File: src/rtc_ctrl_pkg.sv
package rtc_ctrl_pkg;
  // ==========================================================
  // register map (byte addresses, one word each)
  localparam logic [11:0] CTRL_OFFSET = 12'h000;
  localparam logic [11:0] TIME_OFFSET = 12'h004;
  localparam logic [11:0] KEY_OFFSET = 12'h008;
  localparam int ADDR_W = 12;
  // ==========================================================
  // control register fields
  localparam int TRIM_MSB = 25;
  localparam int TRIM_LSB = 16;
  localparam int TRIM_W = 10;
  localparam int ON_BIT = 15;
  localparam int IDLE_STOP_BIT = 13;
  localparam int SRC_SEL_BIT = 7;
  localparam int RUNNING_BIT = 6;
  localparam int UNLOCK_BIT = 3;
  localparam int SYNC_BIT = 2;
  localparam int HALF_SEC_BIT = 1;
  localparam int PIN_OE_BIT = 0;
  // ==========================================================
  // time register fields
  localparam int SEC_MSB = 14;
  localparam int SEC_LSB = 8;
  localparam int SEC_W = 7;
  localparam logic [6:0] SEC_LAST = 7'h3B;
  // ==========================================================
  // write sequence keys, written one after the other
  localparam logic [31:0] KEY_FIRST = 32'h0000_00AA;
  localparam logic [31:0] KEY_SECOND = 32'h0000_0055;
  // ==========================================================
  // reset values
  localparam logic [31:0] CTRL_RESET = 32'h0000_0000;
  localparam logic [6:0] SEC_RESET = 7'h00;
  localparam int TICKS_PER_SEC = 32768;
endpackage

File: src/rtc_ctrl.sv
`timescale 1ns/10ps
// How it works
// - trim field sits at bits 25..16 and is a signed ten-bit number
// - positive trim inserts that many extra pulses each minute, up to 511
// - negative trim removes pulses each minute; all ones one, minimum 512
// - enable bit 15 runs the clock; clearing it stops the clock
// - enable bit changes only while the write-unlock bit is set
// - write-unlock can be set only after the key write sequence
// - stop-in-idle bit 13 gates the bus clock while the processor idles
// - select bit 7 routes seconds clock when 1, alarm pulse when 0
// - clock pin shows the selected signal only when bit 0 is set
// - status bit 6 reads 1 while the clock runs, else 0
// - half-second flag is read-only; seconds writes force it to zero
// - control register is cleared only by power-on reset
module rtc_ctrl #(
  parameter int TICKS_PER_SEC = rtc_ctrl_pkg::TICKS_PER_SEC
) (
  input wire logic pclk,
  input wire logic presetn,
  input wire logic psel,
  input wire logic penable,
  input wire logic pwrite,
  input wire logic [rtc_ctrl_pkg::ADDR_W-1:0] paddr,
  input wire logic [31:0] pwdata,
  output logic [31:0] prdata,
  output logic pready,
  output logic pslverr,
  input wire logic rtc_tick_in,
  input wire logic alarm_pulse,
  input wire logic cpu_idle,
  output logic bus_clk_gate_en,
  output logic clock_pin_out,
  output logic clock_pin_oe
);
  import rtc_ctrl_pkg::*;

  localparam int PRE_W = $clog2(TICKS_PER_SEC);
  localparam logic [PRE_W-1:0] PRE_LAST = PRE_W'(TICKS_PER_SEC - 1);
  localparam logic [PRE_W-1:0] PRE_HALF = PRE_W'(TICKS_PER_SEC / 2);

  function automatic logic [TRIM_W-1:0] trim_mag(
    input logic [TRIM_W-1:0] t
  );
    trim_mag = t[TRIM_W-1] ? TRIM_W'(~t + 1'b1) : t;
  endfunction

  // ==========================================================
  // bus decode
  logic setup_ph, wr_acc, rd_setup, hit_ctrl, hit_time, hit_key, mapped;
  assign setup_ph = psel & ~penable;
  assign wr_acc = psel & penable & pwrite;
  assign rd_setup = setup_ph & ~pwrite;
  assign hit_ctrl = (paddr == CTRL_OFFSET);
  assign hit_time = (paddr == TIME_OFFSET);
  assign hit_key = (paddr == KEY_OFFSET);
  assign mapped = hit_ctrl | hit_time | hit_key;
  // zero wait states, so read data is loaded in the setup cycle
  assign pready = 1'b1;
  assign pslverr = psel & penable & ~mapped;

  // ==========================================================
  // tick pin synchroniser
  logic tick_s1_r, tick_s2_r, tick_s3_r, tick;
  always_ff @(posedge pclk or negedge presetn) begin
    if (!presetn) begin
      tick_s1_r <= 1'b0;
      tick_s2_r <= 1'b0;
      tick_s3_r <= 1'b0;
    end else begin
      tick_s1_r <= rtc_tick_in;
      tick_s2_r <= tick_s1_r;
      tick_s3_r <= tick_s2_r;
    end
  end
  // the first flop never feeds logic; the third is the edge memory
  assign tick = tick_s2_r & ~tick_s3_r;

  // ==========================================================
  // control register and write sequence
  logic [TRIM_W-1:0] trim_r, trim_nxt;
  logic on_r, on_nxt, idle_stop_r, idle_stop_nxt;
  logic src_sel_r, src_sel_nxt, pin_oe_r, pin_oe_nxt;
  logic unlock_r, unlock_nxt, key_half_r, key_half_nxt;
  logic seq_armed_r, seq_armed_nxt;
  logic ctrl_wr, time_wr, key_wr;
  assign ctrl_wr = wr_acc & hit_ctrl;
  assign time_wr = wr_acc & hit_time;
  assign key_wr = wr_acc & hit_key;

  always_comb begin
    trim_nxt = trim_r;
    on_nxt = on_r;
    idle_stop_nxt = idle_stop_r;
    src_sel_nxt = src_sel_r;
    pin_oe_nxt = pin_oe_r;
    unlock_nxt = unlock_r;
    key_half_nxt = key_half_r;
    seq_armed_nxt = seq_armed_r;
    if (key_wr) begin
      // any wrong word restarts the sequence
      key_half_nxt = (pwdata == KEY_FIRST);
      seq_armed_nxt = key_half_r & (pwdata == KEY_SECOND);
    end
    if (ctrl_wr) begin
      trim_nxt = pwdata[TRIM_MSB:TRIM_LSB];
      idle_stop_nxt = pwdata[IDLE_STOP_BIT];
      src_sel_nxt = pwdata[SRC_SEL_BIT];
      pin_oe_nxt = pwdata[PIN_OE_BIT];
      // the unlock state before this write decides the enable
      if (unlock_r) begin
        on_nxt = pwdata[ON_BIT];
      end
      if (!pwdata[UNLOCK_BIT]) begin
        unlock_nxt = 1'b0;
      end else if (seq_armed_r) begin
        unlock_nxt = 1'b1;
        seq_armed_nxt = 1'b0;
      end
    end
  end

  // presetn is the power-on reset; no other reset reaches here
  always_ff @(posedge pclk or negedge presetn) begin
    if (!presetn) begin
      trim_r <= CTRL_RESET[TRIM_MSB:TRIM_LSB];
      on_r <= CTRL_RESET[ON_BIT];
      idle_stop_r <= CTRL_RESET[IDLE_STOP_BIT];
      src_sel_r <= CTRL_RESET[SRC_SEL_BIT];
      pin_oe_r <= CTRL_RESET[PIN_OE_BIT];
      unlock_r <= CTRL_RESET[UNLOCK_BIT];
      key_half_r <= 1'b0;
      seq_armed_r <= 1'b0;
    end else begin
      trim_r <= trim_nxt;
      on_r <= on_nxt;
      idle_stop_r <= idle_stop_nxt;
      src_sel_r <= src_sel_nxt;
      pin_oe_r <= pin_oe_nxt;
      unlock_r <= unlock_nxt;
      key_half_r <= key_half_nxt;
      seq_armed_r <= seq_armed_nxt;
    end
  end

  // ==========================================================
  // prescaler, seconds and drift trim
  logic [PRE_W-1:0] pre_r, pre_nxt;
  logic [SEC_W-1:0] sec_r, sec_nxt;
  logic [TRIM_W-1:0] adj_cnt_r, adj_cnt_nxt;
  logic adj_neg_r, adj_neg_nxt;
  logic step, insert, remove, sec_wrap, minute_evt;

  // inserted pulses use idle cycles, so one step per cycle at most
  assign insert = on_r & ~adj_neg_r & (adj_cnt_r != '0) & ~tick;
  assign remove = on_r & adj_neg_r & (adj_cnt_r != '0) & tick;
  assign step = on_r & ((tick & ~remove) | insert);
  assign sec_wrap = step & (pre_r == PRE_LAST);
  assign minute_evt = sec_wrap & (sec_r == SEC_LAST);

  always_comb begin
    pre_nxt = pre_r;
    sec_nxt = sec_r;
    adj_cnt_nxt = adj_cnt_r;
    adj_neg_nxt = adj_neg_r;
    if (insert | remove) begin
      adj_cnt_nxt = adj_cnt_r - 1'b1;
    end
    if (step) begin
      pre_nxt = sec_wrap ? '0 : pre_r + 1'b1;
    end
    if (sec_wrap) begin
      sec_nxt = (sec_r == SEC_LAST) ? '0 : sec_r + 1'b1;
    end
    if (minute_evt) begin
      adj_cnt_nxt = trim_mag(trim_r);
      adj_neg_nxt = trim_r[TRIM_W-1];
    end
    if (time_wr) begin
      sec_nxt = pwdata[SEC_MSB:SEC_LSB];
      pre_nxt = '0;
    end
  end

  always_ff @(posedge pclk or negedge presetn) begin
    if (!presetn) begin
      pre_r <= '0;
      sec_r <= SEC_RESET;
      adj_cnt_r <= '0;
      adj_neg_r <= 1'b0;
    end else begin
      pre_r <= pre_nxt;
      sec_r <= sec_nxt;
      adj_cnt_r <= adj_cnt_nxt;
      adj_neg_r <= adj_neg_nxt;
    end
  end

  logic half_flag, sync_flag, running;
  assign half_flag = (pre_r >= PRE_HALF);
  assign sync_flag = (adj_cnt_r != '0);
  assign running = on_r;

  // ==========================================================
  // pin output, bus clock gate, read data
  logic pin_r, pin_nxt, gate_r, gate_nxt;
  logic [31:0] prdata_r, prdata_nxt;

  always_comb begin
    pin_nxt = 1'b0;
    if (pin_oe_r) begin
      pin_nxt = src_sel_r ? ~half_flag : alarm_pulse;
    end
    gate_nxt = ~(idle_stop_r & cpu_idle);
    prdata_nxt = prdata_r;
    if (rd_setup) begin
      prdata_nxt = '0;
      if (hit_ctrl) begin
        prdata_nxt[TRIM_MSB:TRIM_LSB] = trim_r;
        prdata_nxt[ON_BIT] = on_r;
        prdata_nxt[IDLE_STOP_BIT] = idle_stop_r;
        prdata_nxt[SRC_SEL_BIT] = src_sel_r;
        prdata_nxt[RUNNING_BIT] = running;
        prdata_nxt[UNLOCK_BIT] = unlock_r;
        prdata_nxt[SYNC_BIT] = sync_flag;
        prdata_nxt[HALF_SEC_BIT] = half_flag;
        prdata_nxt[PIN_OE_BIT] = pin_oe_r;
      end else if (hit_time) begin
        prdata_nxt[SEC_MSB:SEC_LSB] = sec_r;
      end
    end
  end

  always_ff @(posedge pclk or negedge presetn) begin
    if (!presetn) begin
      pin_r <= 1'b0;
      gate_r <= 1'b1;
      prdata_r <= '0;
    end else begin
      pin_r <= pin_nxt;
      gate_r <= gate_nxt;
      prdata_r <= prdata_nxt;
    end
  end

  assign prdata = prdata_r;
  assign clock_pin_out = pin_r;
  assign clock_pin_oe = pin_oe_r;
  assign bus_clk_gate_en = gate_r;
endmodule // rtc_ctrl

File: config.mk
export PLATFORM = sky130hd
export DESIGN_NAME = rtc_ctrl
export DESIGN_NICKNAME = d
export VERILOG_FILES = /design/src/rtc_ctrl_pkg.sv /design/src/rtc_ctrl.sv
export SDC_FILE = /design/constraint.sdc
export NUM_CORES = 1
export LEC_CHECK = 0
export BUFFER_PORTS_ARGS = -buffer_cell sky130_fd_sc_hd__buf_2
export CORE_ASPECT_RATIO = 0.7
export CORE_MARGIN = 5
export CORE_UTILIZATION = 54
export DETAILED_ROUTE_END_ITERATION = 16
export PLACE_DENSITY_LB_ADDON = 0.15
export SLEW_MARGIN = 20
export SYNTH_ARGS = -nofsm -noshare
export SYNTH_HDL_FRONTEND = slang
export SYNTH_SLANG_ARGS = --single-unit
File: constraint.sdc
create_clock -name pclk -period 2.8 [get_ports pclk]
set_input_delay 0.28 -clock pclk [delete_from_list [all_inputs] [get_ports pclk]]
set_output_delay 0.28 -clock pclk [all_outputs]
set_load 0.1 [all_outputs]
* Word-level counts from Yosys, hierarchy flattened
Index checks and enable logic that the tools add are counted.
** Word-level totals
- Register bits after elaboration :: 79
- Bits of input ports :: 52
- Output and inout bits :: 37
- Word-level logic and storage cells :: 96
** Cells by class
- Add/subtract/negate cells :: 4
- Magnitude comparators :: 1
- Equal/unequal tests :: 7
- Muxes and demuxes :: 24
- Bitwise logic cells :: 35
- Reductions and logical operators :: 7
** Operators with widths (count)
- two-way mux 15 bit :: 3
- == test 32 x 7 -> 1 bit (second input constant) :: 1
- == test 32 x 8 -> 1 bit (second input constant) :: 1
- two-way mux 10 bit :: 3
- two-way mux 7 bit :: 4
- bitwise AND 1 bit :: 21
- adder 15 x 1 -> 15 bit (second input constant) :: 1
- == test 15 bit (second input constant) :: 1
- greater-or-equal comparator 15 bit (second input constant) :: 1
- == test 12 x 3 -> 1 bit (second input constant) :: 1
- == test 12 x 4 -> 1 bit (second input constant) :: 1
- logical NOT 12 bit :: 1
- two-way mux 11 bit :: 1
- adder 10 x 1 -> 10 bit (second input constant) :: 1
- two-way mux 1 bit :: 10
- NOT 10 bit :: 1
- nonzero test 10 bit :: 1
- subtractor 10 x 1 -> 10 bit (second input constant) :: 1
- NOT 1 bit :: 9
- adder 7 x 1 -> 7 bit (second input constant) :: 1
- == test 7 x 6 -> 1 bit (second input constant) :: 1
- nonzero test 2 bit :: 3
- two-way mux 5 bit :: 1
- two-way mux 4 bit :: 1
- 4 further kinds :: 8

* Longest topological paths before layout
- Depth after elaboration :: 11
- Mapped depth :: 10
- Depth with buffers taken out :: 8

* Worst setup path after synthesis
Ideal clock, no wire load.
- Path kind :: register to register
- Start :: reg adj_cnt_r[0]
- End :: reg pre_r[3]
- Library setup time :: 0.132 ns
- Arrival :: 2.307 ns
- Required time :: 2.668 ns
- Path slack :: 0.361 ns
- Cell stages (with the launch flop) :: 11
- Path buffers :: 2
- Clock period less this slack :: 2.439 ns
- Cells stage by stage :: dfrtp_1 inv_1 ha_1 or4b_1 or3_1 buf_2 o21a_1 buf_2 o2111ai_1 xor2_1 nor2_1
** On the way
- Cells in the longest elaborated chain, start to end :: 11
- Elaborated cells between the ends (all ways) :: 14
- Classes of those cells :: 3 x mux; 9 x bitwise; 2 x reduce/logical
** RTL lines
- from (decl) :: RTL line rtc_ctrl.sv:149 : logic [TRIM_W-1:0] adj_cnt_r, adj_cnt_nxt;
- from (signal assigned) :: RTL line rtc_ctrl.sv:193 : adj_cnt_r <= adj_cnt_nxt;
- nonzero test 10 bit (*) :: RTL line rtc_ctrl.sv:154, rtc_ctrl.sv:155
- bitwise AND 1 bit (2 in a row) :: RTL line rtc_ctrl.sv:155 : assign remove = on_r & adj_neg_r & (adj_cnt_r != '0) & tick;
- NOT 1 bit :: RTL line rtc_ctrl.sv:156 : assign step = on_r & ((tick & ~remove) | insert);
- bitwise AND 1 bit :: RTL line rtc_ctrl.sv:156
- bitwise OR 1 bit (*) :: RTL line rtc_ctrl.sv:156
- bitwise AND 1 bit (*) :: RTL line rtc_ctrl.sv:156
- bitwise AND 1 bit :: RTL line rtc_ctrl.sv:157 : assign sec_wrap = step & (pre_r == PRE_LAST);
- two-way mux 15 bit :: RTL line rtc_ctrl.sv:169 : pre_nxt = sec_wrap ? '0 : pre_r + 1'b1;
- two-way mux 15 bit :: RTL line rtc_ctrl.sv:168 : if (step) begin
- two-way mux 15 bit :: RTL line rtc_ctrl.sv:178 : if (time_wr) begin
- to (signal assigned) :: RTL line rtc_ctrl.sv:191 : pre_r <= pre_nxt;
- to (decl) :: RTL line rtc_ctrl.sv:147 : logic [PRE_W-1:0] pre_r, pre_nxt;
Mark *: on every way between the ends. The rest lies on a longest branch, timed or not. The select of a mux whose other input is x is not followed.
A chain may end at the register's enable or synchronous reset.

* Worst setup path after layout
- Start :: reg adj_cnt_r[0]
- End :: reg pre_r[5]
Same word-level chain as after synthesis.

==> impl_metrics.json <==
{
  "status": "finished clean",
  "core_um2": 7190,
  "total_power_mw": 2.27,
  "path_class": "register to register",
  "rsz0062_at_grt": "yes",
  "clk_path_buf_depth": 2,
  "drc": 0,
  "p_leak_nw": 2.24,
  "final_common_cell": "buf_2",
  "firstDrtPassIters": 5,
  "crit_arrival_ns": 2.98,
  "yosys_most_used_dff": "dfrtp_1",
  "fin_setup_tns_ns": 0,
  "vias_per_cell": 5.61,
  "hold_class": "input pin to register",
  "power.density_nw_per_um2": 486,
  "fmax_mhz": 370,
  "worstPathMaxFanout": 12,
  "setup_viol": 0,
  "finalCritPeriodShare_pct": 96.6,
  "yosys_register_bits": 78,
  "cts_buffers": 9,
  "synth-edff-count": 0,
  "postSynthAreaPerCell_um2": 10.2,
  "ant_nets": 0,
  "routedWlPerCell_um": 16.4,
  "cap_viol_max_count": 0,
  "routed_wl_um": 9380,
  "hold_buffers": 0,
  "cts_tree": "done",
  "grt_overflow": 0,
  "worstPathRequired_ns": 3.08,
  "clkLatencyLatePin_ns": 0.35,
  "die_h_um": 81.5,
  "numClockSinks": 78,
  "max_slew.worst_pin.slew_ns": 0.972,
  "netlist_area_um2": 3940,
  "yosys_warnings": 0,
  "ir_worst_vdd_v": 0.000329,
  "die_x_um": 112,
  "relSlewSlack_pct": 35.2,
  "grt_pass1_vias": 3100,
  "diodes": 0,
  "ctsHtreeMaxLevel": 3,
  "nets": 526,
  "preCtsSetupSlack_ns": -0.168,
  "synth.largest_area_cell": "dfrtp_1",
  "setup_ws_ns": 0.0951,
  "start_util_pct": 54.8,
  "clk_pin_slew_worst_paths_ns": 0.08,
  "synth.distinct_cells": 50,
  "yosysSeqAreaShare_pct": 49.6,
  "syn_inst": 387,
  "io_pins": 89,
  "synthTopCellsByArea": "dfrtp_1, a22o_1, mux2_2",
  "min_period_ns": 2.70,
  "n_fill_cell": 610,
  "areaGrowthSynthToFinish_pct": 18.7,
  "rows": 26,
  "vias": 3209,
  "hold_viol": 0,
  "grt_pass1_wl_um": 15600,
  "cts_setup_buffers": 0,
  "place_area_um2": 4440,
  "end_kind": "register",
  "grt_max_degree": 79,
  "mostFrequentLayoutCells": "buf_2, dfrtp_1, nor2_1",
  "drive_gt1_share_pct": 27.2,
  "yosys.area.top_type_share_pct": 48.9,
  "antenna_found_initial": 0,
  "routabilityCongestion": 0.864,
  "drt-initial-drc-count": 187,
  "worst_setup_path_start_kind": "register",
  "final_cell_area_um2": 4680,
  "slew_violations": 0,
  "synth_async_sr_flop_share_pct": 100,
  "dieArea_um2": 9130,
  "finClkSkew_ns": 0.0112,
  "cts-root-buf": "clkbuf_8",
  "fin_util_pct": 65.1,
  "grt_usage_pct": 21.6,
  "dp_hpwl_um": 6860,
  "io_buffers": 79
}
routing by layer:
metal | track usage (%) | part of all wire, %
met5 | 0 | 0
met4 | 5.76 | 0.70
met3 | 5.67 | 7.5
met2 | 31.5 | 43
met1 | 32.2 | 49
metrics by stage:
| step | hold WS (ns) | cells |
|---|---|---|
| after floorplan | -0.0156 | 394 |
| after global placement | 0.353 | 556 |
| after detailed placement | 0.353 | 556 |
| after CTS | 0.0380 | 572 |
| after global routing | 0.0326 | 572 |
| final | 0.0497 | 572 |
kinds of logic (layout without fill, tap and decap cells):
logic type | Yosys count | in the layout | synth area share, %
and+or+nand+nor | 141 | 141 | 19.0
DFF | 78 | 78 | 49.6
AOI/OAI and AO/OA | 76 | 76 | 13.8
buffers and inverters | 41 | 121 | 5.14
xor gates and xnor gates | 29 | 29 | 6.44
muxes | 15 | 15 | 4.22
adders and majority gates | 5 | 5 | 1.59
other | 2 | 9 | 0.191
power breakdown:
group	total, mW	internal, mW	leakage (nW)	switching (mW)
Sequential	1.13	1.13	1.02	0.00189
Clock	0.999	0.592	0.116	0.406
Combinational	0.143	0.0337	1.11	0.109
cell usage after synthesis (all sizes together), types with 6 or more instances:
| cell type | instances |
|---|---|
| nor2 | 35 |
| a21oi | 15 |
| mux2 | 13 |
| buf | 17 |
| xnor2 | 14 |
| o2111ai | 6 |
| o21ai | 15 |
| xor2 | 15 |
| or4 | 7 |
| nor3 | 6 |
| nor2b | 6 |
| nand3 | 10 |
| nand4 | 6 |
| and3 | 7 |
| a22o | 22 |
| dfrtp | 77 |
| nor4 | 10 |
| clkbuf | 12 |
| inv | 12 |
| nand2 | 32 |
path summary, 6_finish.rpt:
check	from	endpoint	slack, ns	cells after the start
hold / removal	rtc_tick_in	tick_s1_r$_DFF_PN0_	0.05	1
max in group asynchronous	presetn	pre_r[9]$_DFFE_PN0P_	2.08	1
min in group asynchronous	presetn	prdata[14]$_DFFE_PN0P_	0.07	1
hold reg to reg	tick_s1_r$_DFF_PN0_	tick_s2_r$_DFF_PN0_	0.36	0
setup reg to reg	adj_cnt_r[0]$_DFFE_PN0P_	pre_r[5]$_DFFE_PN0P_	0.1	9
setup / recovery	adj_cnt_r[0]$_DFFE_PN0P_	pre_r[5]$_DFFE_PN0P_	0.1	9
registers in the layout, summed over array words and instances (netlist names), 7 cells and up:
| register | count |
|---|---|
| prdata | 23 |
| pre_r | 15 |
| adj_cnt_r | 10 |
| trim_r | 10 |
| sec_r | 7 |
critical path: stages (launching register included):
cell	delay [ns]
dfrtp_1	0.40
inv_1	0.11
ha_1	0.15
or4b_1	0.49
or3_1	0.38
o2111ai_2	0.22
buf_4	0.22
nand2_1	0.09
or4_1	0.48
nand3_1	0.09
what timing repair did:
action / in CTS / in global routing
cloned: 0 / 0
endpoints found under the setup margin: 9 / 6
resized for setup: 1 / 0
area by class of cell:
type | count | area, um2 | share of cell area [%]
Clock inverter | 6 | 111 | 2.38
Tap cell | 98 | 123 | 2.62
Multi-Input combinational cell | 275 | 1810 | 38.8
Clock buffer | 10 | 128 | 2.73
Timing Repair Buffer | 93 | 503 | 10.8
Sequential cell | 78 | 1950 | 41.8
Inverter | 12 | 45.0 | 0.963
(Power assumes the default switching activity.)
